`src/logic/ebi_pkg.sv`:
```
package ebi_pkg;

  // ==========================================================
  // register map and configuration fields
  localparam logic [7:0]  CFG_OFFSET   = 8'h00;
  localparam logic [7:0]  STAT_OFFSET  = 8'h04;
  localparam logic [7:0]  CFG_RESET    = 8'h00;
  localparam int          CFG_DYN_BIT  = 1;
  localparam int          CFG_AVS_BIT  = 2;
  localparam int          CFG_WLO_BIT  = 3;
  localparam int          CFG_WHI_BIT  = 4;
  localparam logic [7:0]  CFG_MASK     = 8'h1e;
  localparam logic [1:0]  RESP_OKAY    = 2'h0;
  localparam logic [1:0]  RESP_SLVERR  = 2'h2;

  // ==========================================================
  // on-chip window and bus phase pacing
  localparam logic [15:0] WIN_LO       = 16'h2000;
  localparam logic [15:0] WIN_HI       = 16'h5fff;
  localparam int          OSC_PER_BCLK = 2;

  typedef enum logic [2:0] {
    ST_IDLE, ST_INT, ST_ADDR, ST_DATA, ST_END, ST_HOLD
  } ebi_state_t;

  typedef struct packed {
    logic        write;
    logic        fetch;
    logic        word;
    logic [15:0] addr;
    logic [15:0] wdata;
  } ebi_req_t;

  typedef struct packed {
    logic [15:0] ad_o;
    logic        ad_oe_n;
    logic        ctl_oe_n;
    logic        strobe;
    logic        rd_n;
    logic        wr_n;
    logic        hbs_n;
    logic        fetch;
  } ebi_pins_t;

endpackage

```
`src/logic/ebi_bus.sv`:
```
`timescale 1ns/1ps
module ebi_bus (
  input  wire logic            aclk,
  input  wire logic            aresetn,
  input  wire logic [7:0]      s_axi_awaddr,
  input  wire logic            s_axi_awvalid,
  output logic                 s_axi_awready,
  input  wire logic [31:0]     s_axi_wdata,
  input  wire logic [3:0]      s_axi_wstrb,
  input  wire logic            s_axi_wvalid,
  output logic                 s_axi_wready,
  output logic [1:0]           s_axi_bresp,
  output logic                 s_axi_bvalid,
  input  wire logic            s_axi_bready,
  input  wire logic [7:0]      s_axi_araddr,
  input  wire logic            s_axi_arvalid,
  output logic                 s_axi_arready,
  output logic [31:0]          s_axi_rdata,
  output logic [1:0]           s_axi_rresp,
  output logic                 s_axi_rvalid,
  input  wire logic            s_axi_rready,
  input  wire logic            req_valid,
  input  wire ebi_pkg::ebi_req_t req,
  input  wire logic [15:0]     rom_rdata,
  output logic                 done_valid,
  output logic [15:0]          done_rdata,
  output logic                 done_internal,
  input  wire logic [15:0]     ad_i,
  input  wire logic            bus_width_sel,
  input  wire logic            ready,
  input  wire logic            hold,
  input  wire logic            external_access_select,
  output ebi_pkg::ebi_pins_t   pins,
  output logic                 bus_clock_out,
  output logic                 hold_acknowledge,
  output logic                 bus_request_out
);

  ebi_pkg::ebi_state_t st_r;
  ebi_pkg::ebi_req_t   cur_r;
  ebi_pkg::ebi_pins_t  pins_nxt;
  logic [7:0]          cfg_r;
  logic [7:0]          status;
  logic                ph_en;
  logic                hi_r;
  logic                wide_r;
  logic [15:0]         rdata_r;
  logic                req_int;
  logic                bw_dyn;
  logic [15:0]         ba;
  logic                even_inc;
  logic                odd_inc;
  logic                avs_mode;
  logic                wlo_mode;
  logic                whi_mode;

  assign avs_mode = cfg_r[ebi_pkg::CFG_AVS_BIT];
  assign wlo_mode = cfg_r[ebi_pkg::CFG_WLO_BIT];
  assign whi_mode = cfg_r[ebi_pkg::CFG_WHI_BIT];
  assign status   = {4'h0, bus_request_out, hold_acknowledge, st_r != ebi_pkg::ST_IDLE, wide_r};

  // ==========================================================
  // register slave and bus clock
  ebi_regs u_regs (
    .aclk          (aclk),
    .aresetn       (aresetn),
    .s_axi_awaddr  (s_axi_awaddr),
    .s_axi_awvalid (s_axi_awvalid),
    .s_axi_awready (s_axi_awready),
    .s_axi_wdata   (s_axi_wdata),
    .s_axi_wstrb   (s_axi_wstrb),
    .s_axi_wvalid  (s_axi_wvalid),
    .s_axi_wready  (s_axi_wready),
    .s_axi_bresp   (s_axi_bresp),
    .s_axi_bvalid  (s_axi_bvalid),
    .s_axi_bready  (s_axi_bready),
    .s_axi_araddr  (s_axi_araddr),
    .s_axi_arvalid (s_axi_arvalid),
    .s_axi_arready (s_axi_arready),
    .s_axi_rdata   (s_axi_rdata),
    .s_axi_rresp   (s_axi_rresp),
    .s_axi_rvalid  (s_axi_rvalid),
    .s_axi_rready  (s_axi_rready),
    .status        (status),
    .cfg_r         (cfg_r)
  );

  ebi_clkdiv u_div (
    .aclk    (aclk),
    .aresetn (aresetn),
    .bclk    (bus_clock_out),
    .ph_en   (ph_en)
  );

  // ==========================================================
  // routing and width decisions
  assign req_int = external_access_select && req.addr >= ebi_pkg::WIN_LO
                   && req.addr <= ebi_pkg::WIN_HI;
  assign bw_dyn  = cfg_r[ebi_pkg::CFG_DYN_BIT] && bus_width_sel;

  // byte address on the pins; a wide word is always even
  assign ba       = cur_r.word ? {cur_r.addr[15:1], hi_r && !wide_r} : cur_r.addr;
  assign even_inc = (cur_r.word && wide_r) || !ba[0];
  assign odd_inc  = wide_r && (cur_r.word || ba[0]);

  // ==========================================================
  // bus cycle sequencer, stepped at bus clock rate
  always_ff @(posedge aclk) begin
    if (!aresetn) begin
      st_r          <= ebi_pkg::ST_IDLE;
      cur_r         <= '0;
      hi_r          <= 1'b0;
      wide_r        <= 1'b0;
      rdata_r       <= 16'h0000;
      done_valid    <= 1'b0;
      done_rdata    <= 16'h0000;
      done_internal <= 1'b0;
    end else begin
      done_valid <= 1'b0;
      if (ph_en) begin
        unique case (st_r)
          ebi_pkg::ST_IDLE: begin
            if (hold) begin
              st_r <= ebi_pkg::ST_HOLD;
            end else if (req_valid) begin
              cur_r  <= req;
              hi_r   <= 1'b0;
              wide_r <= bw_dyn;
              st_r   <= req_int ? ebi_pkg::ST_INT : ebi_pkg::ST_ADDR;
            end
          end
          ebi_pkg::ST_INT: begin
            done_valid    <= 1'b1;
            done_internal <= 1'b1;
            done_rdata    <= rom_rdata;
            st_r          <= ebi_pkg::ST_IDLE;
          end
          ebi_pkg::ST_ADDR: begin
            st_r <= ebi_pkg::ST_DATA;
          end
          ebi_pkg::ST_DATA: begin
            if (ready) begin
              st_r <= ebi_pkg::ST_END;
              if (wide_r && cur_r.word) begin
                rdata_r <= ad_i;
              end else if (wide_r) begin
                rdata_r <= {8'h00, ba[0] ? ad_i[15:8] : ad_i[7:0]};
              end else if (hi_r) begin
                rdata_r[15:8] <= ad_i[7:0];
              end else begin
                rdata_r[7:0] <= ad_i[7:0];
              end
            end
          end
          ebi_pkg::ST_END: begin
            // a word on a narrow bus runs a second byte cycle before hold is heard
            if (cur_r.word && !wide_r && !hi_r) begin
              hi_r <= 1'b1;
              st_r <= ebi_pkg::ST_ADDR;
            end else begin
              done_valid    <= 1'b1;
              done_internal <= 1'b0;
              done_rdata    <= rdata_r;
              st_r          <= ebi_pkg::ST_IDLE;
            end
          end
          ebi_pkg::ST_HOLD: begin
            if (!hold) begin
              st_r <= ebi_pkg::ST_IDLE;
            end
          end
        endcase
      end
    end
  end

  // ==========================================================
  // pin values for the current phase
  always_comb begin
    pins_nxt          = '0;
    pins_nxt.ad_oe_n  = 1'b1;
    pins_nxt.strobe   = avs_mode;
    pins_nxt.rd_n     = 1'b1;
    pins_nxt.wr_n     = 1'b1;
    pins_nxt.hbs_n    = 1'b1;
    pins_nxt.ctl_oe_n = 1'b0;
    unique case (st_r)
      ebi_pkg::ST_ADDR: begin
        pins_nxt.ad_o    = ba;
        pins_nxt.ad_oe_n = 1'b0;
        pins_nxt.strobe  = !avs_mode;
        pins_nxt.fetch   = !cur_r.write && cur_r.fetch;
        pins_nxt.hbs_n   = whi_mode ? !(cur_r.write && odd_inc) : !odd_inc;
      end
      ebi_pkg::ST_DATA: begin
        pins_nxt.strobe = 1'b0;
        pins_nxt.fetch  = !cur_r.write && cur_r.fetch;
        pins_nxt.hbs_n  = whi_mode ? !(cur_r.write && odd_inc) : !odd_inc;
        pins_nxt.rd_n   = cur_r.write;
        if (cur_r.write) begin
          pins_nxt.ad_oe_n = 1'b0;
          pins_nxt.wr_n    = wlo_mode ? !even_inc : 1'b0;
          if (wide_r && cur_r.word) begin
            pins_nxt.ad_o = cur_r.wdata;
          end else if (wide_r) begin
            pins_nxt.ad_o = ba[0] ? {cur_r.wdata[7:0], 8'h00} : {8'h00, cur_r.wdata[7:0]};
          end else begin
            pins_nxt.ad_o = {ba[15:8], hi_r ? cur_r.wdata[15:8] : cur_r.wdata[7:0]};
          end
        end
      end
      ebi_pkg::ST_END: begin
        pins_nxt.fetch = !cur_r.write && cur_r.fetch;
      end
      ebi_pkg::ST_HOLD: begin
        pins_nxt.ctl_oe_n = 1'b1;
      end
      ebi_pkg::ST_IDLE, ebi_pkg::ST_INT: begin
        pins_nxt.fetch = 1'b0;
      end
    endcase
  end

  // ==========================================================
  // registered pins and bus sharing
  always_ff @(posedge aclk) begin
    if (!aresetn) begin
      pins          <= '{ad_o: 16'h0000, ad_oe_n: 1'b1, ctl_oe_n: 1'b0, strobe: 1'b0,
                         rd_n: 1'b1, wr_n: 1'b1, hbs_n: 1'b1, fetch: 1'b0};
    end else begin
      pins <= pins_nxt;
    end
  end

  always_ff @(posedge aclk) begin
    if (!aresetn) begin
      hold_acknowledge <= 1'b0;
      bus_request_out  <= 1'b0;
    end else begin
      hold_acknowledge <= st_r == ebi_pkg::ST_HOLD;
      bus_request_out  <= st_r == ebi_pkg::ST_HOLD && req_valid && !req_int;
    end
  end

  // ==========================================================
  // checks
  a_width_sample: assert property (@(posedge aclk) disable iff (!aresetn)
    (ph_en && st_r == ebi_pkg::ST_IDLE && !hold && req_valid && !req_int)
      |=> (wide_r == $past(bw_dyn) && st_r == ebi_pkg::ST_ADDR))
    else $error("bus width not taken at cycle start");
  a_narrow_fixed: assert property (@(posedge aclk) disable iff (!aresetn)
    (st_r == ebi_pkg::ST_ADDR && !cfg_r[ebi_pkg::CFG_DYN_BIT] && $stable(cfg_r))
      |-> !wide_r)
    else $error("wide cycle with dynamic width off");
  a_fetch_ext_only: assert property (@(posedge aclk) disable iff (!aresetn)
    pins.fetch |-> ($past(st_r) inside {ebi_pkg::ST_ADDR, ebi_pkg::ST_DATA, ebi_pkg::ST_END}
                    && !cur_r.write && cur_r.fetch))
    else $error("fetch flag outside an external fetch");
  a_int_quiet: assert property (@(posedge aclk) disable iff (!aresetn)
    (st_r == ebi_pkg::ST_INT) |=> (pins.ad_oe_n && pins.rd_n && pins.strobe == avs_mode))
    else $error("bus activity on an on-chip access");
  a_valid_end_high: assert property (@(posedge aclk) disable iff (!aresetn)
    (st_r == ebi_pkg::ST_END && avs_mode && $stable(avs_mode)) |=> pins.strobe)
    else $error("valid strobe not high at cycle end");
  a_rd_read_only: assert property (@(posedge aclk) disable iff (!aresetn)
    !pins.rd_n |-> ($past(st_r) == ebi_pkg::ST_DATA && !cur_r.write))
    else $error("read strobe outside a read");
  a_wr_write_only: assert property (@(posedge aclk) disable iff (!aresetn)
    !pins.wr_n |-> ($past(st_r) == ebi_pkg::ST_DATA && cur_r.write
                    && (!$past(wlo_mode) || $past(even_inc))))
    else $error("write strobe outside an allowed write");
  a_hbs_wide_only: assert property (@(posedge aclk) disable iff (!aresetn)
    !pins.hbs_n |-> (wide_r && $past(odd_inc) && (!$past(whi_mode) || cur_r.write)))
    else $error("high byte strobe outside a wide odd cycle");
  a_ready_stretch: assert property (@(posedge aclk) disable iff (!aresetn)
    (ph_en && st_r == ebi_pkg::ST_DATA && !ready) |=> ##1 (st_r == ebi_pkg::ST_DATA
                                                        && !pins.ad_oe_n == cur_r.write))
    else $error("cycle ended while ready low");
  a_ready_done: assert property (@(posedge aclk) disable iff (!aresetn)
    (ph_en && st_r == ebi_pkg::ST_DATA && ready) |=> st_r == ebi_pkg::ST_END ##2
      (st_r != ebi_pkg::ST_DATA))
    else $error("cycle not completed after ready");
  a_hold_float: assert property (@(posedge aclk) disable iff (!aresetn)
    hold_acknowledge |-> (pins.ad_oe_n && pins.ctl_oe_n && $past(st_r) == ebi_pkg::ST_HOLD))
    else $error("acknowledge while driving the bus");
  a_hold_grant: assert property (@(posedge aclk) disable iff (!aresetn)
    (ph_en && st_r == ebi_pkg::ST_IDLE && hold) |=> ##1 hold_acknowledge)
    else $error("hold not acknowledged");
  a_bus_request_out_pending: assert property (@(posedge aclk) disable iff (!aresetn)
    (st_r == ebi_pkg::ST_HOLD && req_valid && !req_int) |=> bus_request_out)
    else $error("bus request missing while held");
  a_clk_half: assert property (@(posedge aclk) disable iff (!aresetn)
    (ph_en && $past(aresetn)) |-> (bus_clock_out && !$past(bus_clock_out)))
    else $error("bus clock not at half rate");

endmodule

```
`src/logic/ebi_clkdiv.sv`:
```
`timescale 1ns/1ps
module ebi_clkdiv (
  input  wire logic aclk,
  input  wire logic aresetn,
  output logic      bclk,
  output logic      ph_en
);

  // ==========================================================
  // half-rate bus clock and its phase enable
  always_ff @(posedge aclk) begin
    if (!aresetn) begin
      bclk  <= 1'b0;
      ph_en <= 1'b0;
    end else begin
      bclk  <= ~bclk;
      ph_en <= ~bclk;
    end
  end

endmodule

```
`src/logic/ebi_regs.sv`:
```
`timescale 1ns/1ps
module ebi_regs (
  input  wire logic        aclk,
  input  wire logic        aresetn,
  input  wire logic [7:0]  s_axi_awaddr,
  input  wire logic        s_axi_awvalid,
  output logic             s_axi_awready,
  input  wire logic [31:0] s_axi_wdata,
  input  wire logic [3:0]  s_axi_wstrb,
  input  wire logic        s_axi_wvalid,
  output logic             s_axi_wready,
  output logic [1:0]       s_axi_bresp,
  output logic             s_axi_bvalid,
  input  wire logic        s_axi_bready,
  input  wire logic [7:0]  s_axi_araddr,
  input  wire logic        s_axi_arvalid,
  output logic             s_axi_arready,
  output logic [31:0]      s_axi_rdata,
  output logic [1:0]       s_axi_rresp,
  output logic             s_axi_rvalid,
  input  wire logic        s_axi_rready,
  input  wire logic [7:0]  status,
  output logic [7:0]       cfg_r
);

  logic [7:0] awaddr_r;
  logic       aw_got_r;
  logic       w_got_r;
  logic [7:0] wdata_r;
  logic       wlane_r;

  // ==========================================================
  // write channel: address and data in either order
  always_ff @(posedge aclk) begin
    if (!aresetn) begin
      aw_got_r      <= 1'b0;
      w_got_r       <= 1'b0;
      awaddr_r      <= 8'h00;
      wdata_r       <= 8'h00;
      wlane_r       <= 1'b0;
      s_axi_awready <= 1'b0;
      s_axi_wready  <= 1'b0;
      s_axi_bvalid  <= 1'b0;
      s_axi_bresp   <= ebi_pkg::RESP_OKAY;
      cfg_r         <= ebi_pkg::CFG_RESET;
    end else begin
      s_axi_awready <= !aw_got_r && !s_axi_bvalid && !(s_axi_awvalid && s_axi_awready);
      s_axi_wready  <= !w_got_r && !s_axi_bvalid && !(s_axi_wvalid && s_axi_wready);
      if (s_axi_awvalid && s_axi_awready) begin
        aw_got_r <= 1'b1;
        awaddr_r <= s_axi_awaddr;
      end
      if (s_axi_wvalid && s_axi_wready) begin
        w_got_r <= 1'b1;
        wdata_r <= s_axi_wdata[7:0];
        wlane_r <= s_axi_wstrb[0];
      end
      if (aw_got_r && w_got_r && !s_axi_bvalid) begin
        s_axi_bvalid <= 1'b1;
        aw_got_r     <= 1'b0;
        w_got_r      <= 1'b0;
        if (awaddr_r == ebi_pkg::CFG_OFFSET) begin
          s_axi_bresp <= ebi_pkg::RESP_OKAY;
          if (wlane_r) begin
            cfg_r <= wdata_r & ebi_pkg::CFG_MASK;
          end
        end else if (awaddr_r == ebi_pkg::STAT_OFFSET) begin
          s_axi_bresp <= ebi_pkg::RESP_OKAY;
        end else begin
          s_axi_bresp <= ebi_pkg::RESP_SLVERR;
        end
      end else if (s_axi_bvalid && s_axi_bready) begin
        s_axi_bvalid <= 1'b0;
      end
    end
  end

  // ==========================================================
  // read channel
  always_ff @(posedge aclk) begin
    if (!aresetn) begin
      s_axi_arready <= 1'b0;
      s_axi_rvalid  <= 1'b0;
      s_axi_rdata   <= 32'h0000_0000;
      s_axi_rresp   <= ebi_pkg::RESP_OKAY;
    end else begin
      s_axi_arready <= !s_axi_rvalid && !(s_axi_arvalid && s_axi_arready);
      if (s_axi_arvalid && s_axi_arready) begin
        s_axi_rvalid <= 1'b1;
        s_axi_rresp  <= ebi_pkg::RESP_OKAY;
        if (s_axi_araddr == ebi_pkg::CFG_OFFSET) begin
          s_axi_rdata <= {24'h000000, cfg_r};
        end else if (s_axi_araddr == ebi_pkg::STAT_OFFSET) begin
          s_axi_rdata <= {24'h000000, status};
        end else begin
          s_axi_rdata <= 32'h0000_0000;
          s_axi_rresp <= ebi_pkg::RESP_SLVERR;
        end
      end else if (s_axi_rvalid && s_axi_rready) begin
        s_axi_rvalid <= 1'b0;
      end
    end
  end

endmodule
```
`config.mk`:
```
export PLATFORM = sky130hd
export DESIGN_NAME = ebi_bus
export DESIGN_NICKNAME = d
export VERILOG_FILES = /design/src/logic/ebi_pkg.sv /design/src/logic/ebi_bus.sv /design/src/logic/ebi_clkdiv.sv /design/src/logic/ebi_regs.sv
export SDC_FILE = /design/constraint.sdc
export NUM_CORES = 1
export LEC_CHECK = 0
export ABC_AREA = 0
export BUFFER_PORTS_ARGS = -buffer_cell sky130_fd_sc_hd__buf_2
export CORE_MARGIN = 1.5
export CORE_UTILIZATION = 40
export CTS_CLUSTER_SIZE = 28
export DETAILED_ROUTE_END_ITERATION = 10
export PLACE_DENSITY_LB_ADDON = 0.1
export SLEW_MARGIN = 30
export SYNTH_ARGS = -nofsm -noshare
export SYNTH_HDL_FRONTEND = slang
export SYNTH_SLANG_ARGS = --single-unit
```
`constraint.sdc`:
```
create_clock -name aclk -period 2.2 [get_ports aclk]
set_input_delay 0.33 -clock aclk [delete_from_list [all_inputs] [get_ports aclk]]
set_output_delay 0.33 -clock aclk [all_outputs]
set_load 0.03 [all_outputs]
```
==> metrics.md, run 1 <==
| Metric | Value |
|---|---|
| DR vias/cell | 5.10 |
| 1st-pass router iterations | 4 |
| Slew HR | 60.7% |
| CP endpoint kind | register |
| Placed wire-length estimate | 10.4 mm |
| Commonest non-fill, non-tap cell in the layout | buf_2 |
| Area growth syn-to-layout | 24.8% |
| Status | finished, final reports clean |
| CTS tree | yes |
| Die area | 14600 µm² |
| Initial Util | 41.5% |
| Largest net degree at the start of global routing | 59 |
| Worst Path Required | 2.50 ns |
| Via count | 5081 |
| Hold Slack | 0.160 ns |
| Post-synthesis sequential area ratio | 46.8% |
| Setup Viol. Count Final | 0 |
| Critical path startpoint category | register |
| Post-CTS Setup Inserts | 0 |
| Ant. Diodes | 0 |
| CTS sink cnt | 130 |
| Worst Hold Class | in -> reg |
| Cell Rows | 42 |
| Slew Viols, Final | 0 |
| Slew @ Worst Pin | 0.588 ns |
| Share of layout cells above drive strength 1 | 25.9% |
| FF+latch count, synth | 130 |
| Mean Syn Cell Area | 8.35 µm² |
| Number of synthesized flops with an enable pin | 0 |
| Final Critical Period | 1.81 ns |
| 1st-iter DRT viols | 303 |
| Setup tns final | 0 ns |
| Asr flop ratio synth | 0% |
| Final Cycle Share | 82.3% |
| Routed Antenna Nets | 0 |
| Synthesized area | 5560 µm² |
| CTS Hold Bufs | 0 |
| Worst Path Arrival | 2.11 ns |
| RSZ-0062 raised after global routing | no |
| Maximum fanout along the worst path | 12 |
| Grt ovf | 0 |
| Fin nets | 940 |
| Max cap viols | 0 |
| Sw Pwr | 1.42 mW |
| Fin Clk Skew | 0.00696 ns |
| Synth unique cells | 50 |
| IO Count | 216 |
| Final hold viol count | 0 |
| Sequential power share | 41.7% |
| WS Path Type | reg -> reg |
| Post-CTS sizing | 0 |
| Longest Clk Path Bufs | 2 |
| P_leak | 2.80 nW |
| Pwr Density | 858 nW/µm² |
| Cell count after synthesis | 665 |
| Top FF cell, synth | dfxtp_1 |
| Die H | 121 µm |
| CTS H-tree lvls | 4 |
| Initial antenna violation count | 0 |
| Worst skew pair latency | 0.41 ns |
| First-pass GRT wire length | 23.0 mm |
| Clock share of power | 47.8% |
| VDD IR max | 470 µV |
| Num CTS Buffers | 17 |
| DIE WIDTH | 121 µm |
| Clock tree root buffer cell | clkbuf_16 |
| Sw frac | 23.9% |
| All-Layer GR Usage | 20.1% |
| PortBufs | 155 |
| Synth warnings | 0 |
| F_max | 553 MHz |
| Vias in the first global route | 4759 |
| Final Wtd Congestion | 0.841 |
| Comb power frac | 10.5% |
| Reg clk slew, reported paths | 0.05 ns |
| DRC violations left | 0 |
| Detailed-route wire length | 14.5 mm |
| Most frequent cells in the layout | buf_2 (155), dfxtp_1 (130), nand2_1 (128) |
| Core region area | 13400 µm² |
| Internal power | 4.53 mW |
| Routed wire length per instance | 14.6 µm |
==> critical path, cell delays in order (launching register included) <==
cell and delay [ns]:
dfxtp_1 0.39, nor2b_1 0.32, nand2_1 0.36, or2_1 0.44, o21bai_1 0.19
==> metrics by stage <==
step / power [mW] / setup slack (ns) / cell area [µm²] / std cells / utilization, %
finish: 5.95 / 0.390 / 6930 / 996 / 51.7
global route: 6.19 / 0.227 / 6930 / 996 / 51.7
CTS: 6.00 / 0.412 / 6930 / 996 / 51.7
detailed placement: 3.16 / 0.389 / 6330 / 966 / 47.3
global placement: 3.14 / 0.450 / 6330 / 966 / 47.3
floorplan: 2.98 / 0.493 / 5660 / 693 / -
==> metal layers <==
metal	vias to the layer above	GRT usage (%)	wire [µm]
li1	2529	-	-
met1	2376	25.1	6440
met2	167	33.9	7050
met3	9	5.78	904
met4	0	5.37	122
met5	-	0	0
==> final timing paths <==
path | start | end | slack, ns | cells past startpoint
worst min-delay path | s_axi_awaddr[2] | u_regs.awaddr_r[2] | 0.16 | 3
worst max-delay path | st_r[2] | pins[2] | 0.39 | 4
worst max register to register | st_r[2] | pins[2] | 0.39 | 4
worst min register to register | cur_r[33] | pins[0] | 0.43 | 2
==> state kept, by name, summed over array words and instances (netlist names), 3 cells and up <==
| signal | cells |
|---|---|
| u_regs.awaddr_r | 8 |
| pins | 23 |
| cur_r | 35 |
| rdata_r | 16 |
| st_r | 3 |
| u_regs.wdata_r | 4 |
| done_rdata | 16 |
| u_regs.s_axi_rdata | 5 |
| u_regs.cfg_r | 4 |
==> cell usage after synthesis (all sizes together) (6+ instances only) <==
library cell / count / area (µm²)
a311oi: 17 / 155
nand2b: 7 / 43.8
a211oi: 25 / 188
o21ai: 21 / 105
dfxtp: 130 / 2600
nand2: 128 / 480
a21oi: 77 / 389
mux2i: 16 / 160
nor2b: 13 / 81.3
nand3: 24 / 125
clkbuf: 23 / 86.3
o2bb2ai: 8 / 70.1
nor3: 6 / 30.0
a22oi: 8 / 60.1
buf: 50 / 362
nor2: 73 / 299
==> kinds of logic (layout without fill, tap and decap cells) <==
family                    after synthesis  count (layout)  synth area share, %
AOI/OAI and AO/OA                     165             165                 18.7
xor gates and xnor gates                1               1                0.158
and+or+nand+nor                       274             274                 23.0
other                                   1              29               0.0675
DFF                                   130             130                 46.8
buffers and inverters                  78             205                 8.40
muxes                                  16              16                 2.88
==> area by class of cell <==
type	instances	area (µm²)
clock buffers	25	495
clock inverters	5	100
fillers	1328	6470
inverters	5	20.0
multi-input cells	485	2590
flip-flops and latches	130	2600
well taps	176	220
repair buffers	170	901
==> power by group through the flow <==
stage / Sequential (mW) / Combinational [mW] / Clock (mW)
floorplan: 2.59 / 0.395 / 0
global placement: 2.53 / 0.613 / 0
detailed placement: 2.53 / 0.626 / 0
CTS: 2.48 / 0.629 / 2.89
global route: 2.49 / 0.686 / 3.02
finish: 2.48 / 0.626 / 2.84
(Power assumes the default switching activity.)
==> inputs of run 2 (changes only) <==
==> constraint.sdc (replaced) <==
create_clock -name aclk -period 1.6 [get_ports aclk]
set_input_delay 0.24 -clock aclk [delete_from_list [all_inputs] [get_ports aclk]]
set_output_delay 0.24 -clock aclk [all_outputs]
set_load 0.03 [all_outputs]
==> metrics.md, run 2 (synthesis gave the netlist of run 1 again) <==
| Metric | Value |
|---|---|
| F_max | 608 MHz |
| Largest registers | cur_r (35), pins (23) |
| PortBufs | 155 |
| DRC violations left | 0 |
| DIE WIDTH | 121 µm |
| Worst skew pair latency | 0.42 ns |
| DP Area | 6560 µm² |
| Failing checks | negative setup slack |
| Core region area | 13400 µm² |
| CTS H-tree lvls | 4 |
| CP endpoint kind | register |
| Grt ovf | 0 |
| Fin Clk Skew | 0.00730 ns |
| Most frequent cells in the layout | buf_2 (155), dfxtp_1 (129), nand2_1 (128) |
| Final Util | 54.4% |
| Commonest non-fill, non-tap cell in the layout | buf_2 |
| Final Total Pwr | 8.48 mW |
| Flop-to-flop setup slack | -0.04 ns |
| Die H | 121 µm |
| VDD IR max | 815 µV |
| First-pass GRT wire length | 23.0 mm |
| Hold-critical path endpoint | cur_r[5] |
| Worst Path Arrival | 1.94 ns |
| Worst Hold Class | in -> reg |
| Sequential power share | 40.1% |
| Num CTS Buffers | 17 |
| Max reg flops | 35 |
| Placed wire-length estimate | 10.5 mm |
| 1st-iter DRT viols | 319 |
| Register name with the most flops | cur_r |
| CTS sink cnt | 130 |
| Placed instance count | 985 |
| Worst hold stages | 3 |
| Setup Viol. Count Final | 4 |
| Max cap viols | 0 |
| RSZ-0062 raised after global routing | yes |
| Critical path startpoint category | register |
| Dpl ws | -0.166 ns |
| Final Wtd Congestion | 0.771 |
| Worst reg2reg startpoint | u_regs.awaddr_r[4] |
| P_leak | 2.96 nW |
| Area growth syn-to-layout | 31.1% |
| Die area | 14600 µm² |
| Pwr Density | 1160 nW/µm² |
| IO Count | 216 |
| Final hold viol count | 0 |
| Setup tns final | -0.119 ns |
| Comb power frac | 11.4% |
| Final setup margin | -0.0438 ns |
| FF-to-FF path depth | 5 |
| Internal power | 6.43 mW |
| Detailed-route wire length | 14.6 mm |
| Worst Path Required | 1.90 ns |
| Reg clk slew, reported paths | 0.06 ns |
| Capturing point of the worst reg2reg path | u_regs.cfg_r[1] |
| Ant. Diodes | 0 |
| Via count | 5144 |
| Largest net degree at the start of global routing | 66 |
| 1st-pass router iterations | 5 |
| All-Layer GR Usage | 20.4% |
| Share of layout cells above drive strength 1 | 29.0% |
| CTS Hold Bufs | 0 |
| Clock share of power | 48.5% |
| DR vias/cell | 5.04 |
| Cell Rows | 42 |
| Non-Filler Instances | 1021 |
| Final Cycle Share | 103% |
| Vias in the first global route | 4845 |
| Clock tree root buffer cell | clkbuf_16 |
| Slew Viols, Final | 0 |
| Final Critical Period | 1.64 ns |
| Fin nets | 963 |
| Routed Antenna Nets | 0 |
| WS Path Type | reg -> reg |
| Post-route cell area | 7290 µm² |
| Sw Pwr | 2.05 mW |
| CTS tree | yes |
| Longest Clk Path Bufs | 2 |
| Initial Util | 41.5% |
| Initial antenna violation count | 0 |
| Min-delay src | req[5] |
| Sw frac | 24.2% |
| Hold Slack | 0.0512 ns |
| Status | complete, but fails checks |
| Maximum fanout along the worst path | 4 |
| Routed wire length per instance | 14.3 µm |
## run 2: cell count changes in the layout (fill, tap and decap cells not counted), sizes merged
cell	delta
buf	+22
bufinv	+1
clkbuf	-1
clkinvlp	+1
inv	+1
nor2	+1
## run 2: layout make-up
cell class,instances,area [µm²]
Clock buffer,24,482
Clock inverter,8,150
Fill cell,1272,6110
Inverter,5,18.8
Multi-Input combinational cell,486,2650
Sequential cell,130,2600
Tap cell,176,220
Timing Repair Buffer,192,1160
## run 2: worst max-delay path by stage
stage                                  to               start  cells past startpoint  slack [ns]
global placement            done_rdata[7]             st_r[2]                      5       -0.24
floorplan                       cur_r[10]          u_div.bclk                      6       0.006
global route              u_regs.cfg_r[1]  u_regs.awaddr_r[4]                      5       -0.13
CTS                       u_regs.cfg_r[1]  u_regs.awaddr_r[4]                      5       -0.08
detailed placement  u_regs.s_axi_rdata[2]     s_axi_araddr[6]                      5       -0.17
finish                    u_regs.cfg_r[1]  u_regs.awaddr_r[4]                      5       -0.04
## run 2: critical path, stage by stage (launching register included)
cell	delay [ns]
dfxtp_1	0.31
or4_4	0.54
nor4_4	0.24
nand4b_4	0.20
mux2i_1	0.18
nor2_1	0.05
## run 2: routing by layer
| layer | share of wire, % | wire (µm) | GRT usage [%] | vias up |
|---|---|---|---|---|
| met5 | 0 | 0 | 0 | - |
| met4 | 1.0 | 151 | 7.21 | 0 |
| met3 | 6.5 | 959 | 6.58 | 14 |
| met2 | 47 | 6900 | 32.4 | 158 |
| met1 | 45 | 6640 | 25.9 | 2392 |
| li1 | - | - | - | 2580 |
## run 2: repair_timing
item,CTS,global route
pin swaps,1,2
setup buffers,0,3
resized for setup,5,9
endpoints found under the setup margin,11,62
cloned,1,0
## run 2: power groups by stage
| stage | Combinational [mW] | Sequential, mW | Clock [mW] |
|---|---|---|---|
| floorplan | 0.544 | 3.56 | 0 |
| global placement | 0.913 | 3.47 | 0 |
| detailed placement | 0.930 | 3.47 | 0 |
| CTS | 0.949 | 3.40 | 4.18 |
| global route | 1.05 | 3.42 | 4.33 |
| finish | 0.963 | 3.40 | 4.11 |
==> inputs of run 3 (changes only) <==
--- a/config.mk
+++ b/config.mk
@@ -6,11 +6,11 @@
 export NUM_CORES = 1
 export LEC_CHECK = 0
 export ABC_AREA = 0
-export BUFFER_PORTS_ARGS = -buffer_cell sky130_fd_sc_hd__buf_2
 export CORE_MARGIN = 1.5
 export CORE_UTILIZATION = 40
 export CTS_CLUSTER_SIZE = 28
 export DETAILED_ROUTE_END_ITERATION = 10
+export DONT_BUFFER_PORTS = 1
 export PLACE_DENSITY_LB_ADDON = 0.1
 export SLEW_MARGIN = 30
 export SYNTH_ARGS = -nofsm -noshare
==> metrics.md, run 3 (synthesis gave the netlist of run 1 again) <==
| Metric | Value |
|---|---|
| DR vias/cell | 5.23 |
| Num CTS Buffers | 17 |
| Comb power frac | 10.6% |
| Clock tree root buffer cell | clkbuf_16 |
| Min-delay src | s_axi_araddr[2] |
| Final Total Pwr | 8.41 mW |
| DIE WIDTH | 121 µm |
| Initial antenna violation count | 0 |
| Sw Pwr | 2.11 mW |
| VDD IR max | 691 µV |
| Final hold viol count | 0 |
| Failing checks | negative setup slack |
| Worst Path Required | 1.91 ns |
| Worst skew pair latency | 0.41 ns |
| Via count | 4968 |
| Largest net degree at the start of global routing | 75 |
| Final Util | 54.8% |
| Worst Hold Class | in -> reg |
| Max cap viols | 0 |
| Cell Rows | 42 |
| Met1 Wirelength | 6.71 mm |
| Final setup margin | -0.0246 ns |
| Final Critical Period | 1.62 ns |
| Critical path startpoint category | register |
| Longest Clk Path Bufs | 2 |
| Sw frac | 25.1% |
| Routed Antenna Nets | 0 |
| F_max | 616 MHz |
| IO Count | 216 |
| WL met3 | 1.02 mm |
| CTS sink cnt | 130 |
| Share of layout cells above drive strength 1 | 14.4% |
| Grt ovf | 0 |
| Core region area | 13400 µm² |
| Worst reg2reg startpoint | u_regs.awaddr_r[4] |
| Largest registers | cur_r (35), pins (23) |
| 1st-iter DRT viols | 303 |
| Placed instance count | 838 |
| DRC violations left | 0 |
| CTS tree | yes |
| Max reg flops | 35 |
| Flop-to-flop setup slack | -0.02 ns |
| Most frequent cells in the layout | nand2_1 (128), dfxtp_1 (128), a21oi_1 (75), dlygate4sd3_1 (75), nor2_1 (62) |
| Met2 wire len | 7.47 mm |
| All-Layer GR Usage | 21.6% |
| Sequential power share | 41.4% |
| Fin nets | 891 |
| RSZ-0062 raised after global routing | yes |
| First-pass GRT wire length | 24.7 mm |
| CP endpoint kind | register |
| 1st-pass router iterations | 6 |
| Clock share of power | 48.0% |
| Final Cycle Share | 102% |
| P_leak | 2.61 nW |
| Hold Slack | 0.0296 ns |
| Die H | 121 µm |
| Area growth syn-to-layout | 32.1% |
| Critical Path, Cell by Cell | or4_4 -> nor4_4 -> nand4b_4 -> mux2i_1 -> nor2_1 |
| FF-to-FF path depth | 5 |
| Status | complete, but fails checks |
| Detailed-route wire length | 15.3 mm |
| PortBufs | 0 |
| Reg clk slew, reported paths | 0.06 ns |
| Initial Util | 41.5% |
| Hold-critical path endpoint | u_regs.s_axi_rdata[4] |
| Ant. Diodes | 0 |
| Die area | 14600 µm² |
| Fin Clk Skew | 0.00775 ns |
| Setup Viol. Count Final | 4 |
| Capturing point of the worst reg2reg path | u_regs.cfg_r[3] |
| Pwr Density | 1150 nW/µm² |
| WS Path Type | reg -> reg |
| Non-Filler Instances | 949 |
| Register name with the most flops | cur_r |
| Dpl ws | -0.113 ns |
| Slowest stage delay, CP | 0.54 ns |
| Placed wire-length estimate | 10.3 mm |
| Delay-heaviest family, CP | simple AND/OR/NAND/NOR gates |
| Final Wtd Congestion | 0.795 |
| Maximum fanout along the worst path | 4 |
| Internal power | 6.30 mW |
| Critical path's slowest cell | or4_4 |
| Worst Path Arrival | 1.93 ns |
| Vias in the first global route | 4902 |
| Slew Viols, Final | 0 |
| CTS H-tree lvls | 4 |
| Worst hold stages | 2 |
| Worst Setup SP | u_regs.awaddr_r[4] |
| DR top layer | met4 |
| Routed wire length per instance | 16.2 µm |
| Worst path bufs/invs | 0 |
-- run 3: changes by cell type in the layout (fill, tap and decap cells not counted), moves of 2 or more --
cell / before / now
buf_2: 155 / 0
dlygate4sd3_1: 0 / 75
buf_4: 27 / 35
nor2_2: 3 / 8
clkbuf_1: 4 / 0
nor2_1: 66 / 62
a311oi_1: 16 / 13
a311oi_2: 1 / 4
clkinv_2: 1 / 4
clkinvlp_4: 1 / 3
-- run 3: metal layers --
metal	vias to the layer above	global-route usage, %
met5	-	0
met1	2359	26.6
li1	2436	-
met4	0	5.59
met3	11	7.33
met2	162	36.3
-- run 3: worst reg2reg max path, delay by kind of cell, from the launching register on --
| family | cells | cell delay [ns] |
|---|---|---|
| AND/OR/NAND/NOR | 4 | 1.01 |
| flip-flops | 1 | 0.32 |
| multiplexers | 1 | 0.20 |
-- run 3: worst max-delay path by stage --
stage	cells past startpoint	end
after floorplan	6	cur_r[10]
after global placement	5	done_rdata[7]
after detailed placement	6	wide_r
after CTS	5	u_regs.cfg_r[3]
after global routing	5	u_regs.cfg_r[3]
final	5	u_regs.cfg_r[3]
-- run 3: cell type report --
cell class / instances / area [µm²]
clock inverter: 12 / 154
sequential: 130 / 2610
tap: 176 / 220
multi-input combinational: 486 / 2680
fill: 1243 / 6060
inverter: 5 / 20.0
timing repair buffer: 120 / 1190
clock buffer: 20 / 467
-- run 3: what timing repair did --
action                     in CTS  in global routing
setup endpoints to repair      30                 36
hold endpoints to repair       70                  1
pin swaps                       1                  3
setup buffers                   1                  2
gates cloned                    1                  0
hold buffers                   74                  1
gates resized for setup        10                 19
-- run 3: power by group through the flow --
| stage | registers [mW] | clock network (mW) | logic [mW] |
|---|---|---|---|
| 4_1_cts | 3.48 | 4.11 | 0.857 |
| 3_5_place_dp | 3.55 | 0 | 0.686 |
| 5_1_grt | 3.49 | 4.28 | 0.969 |
| 2_1_floorplan | 3.56 | 0 | 0.544 |
| 6_report | 3.48 | 4.03 | 0.890 |
| 3_3_place_gp | 3.55 | 0 | 0.665 |
-- run 3: through the flow --
| step | setup TNS, ns | instance area, µm² |
|---|---|---|
| floorplan | 0 | 5660 |
| global placement | -3.91 | 5810 |
| detailed placement | -0.958 | 5820 |
| CTS | -0.203 | 7230 |
| global route | -0.657 | 7340 |
| finish | -0.0804 | 7340 |
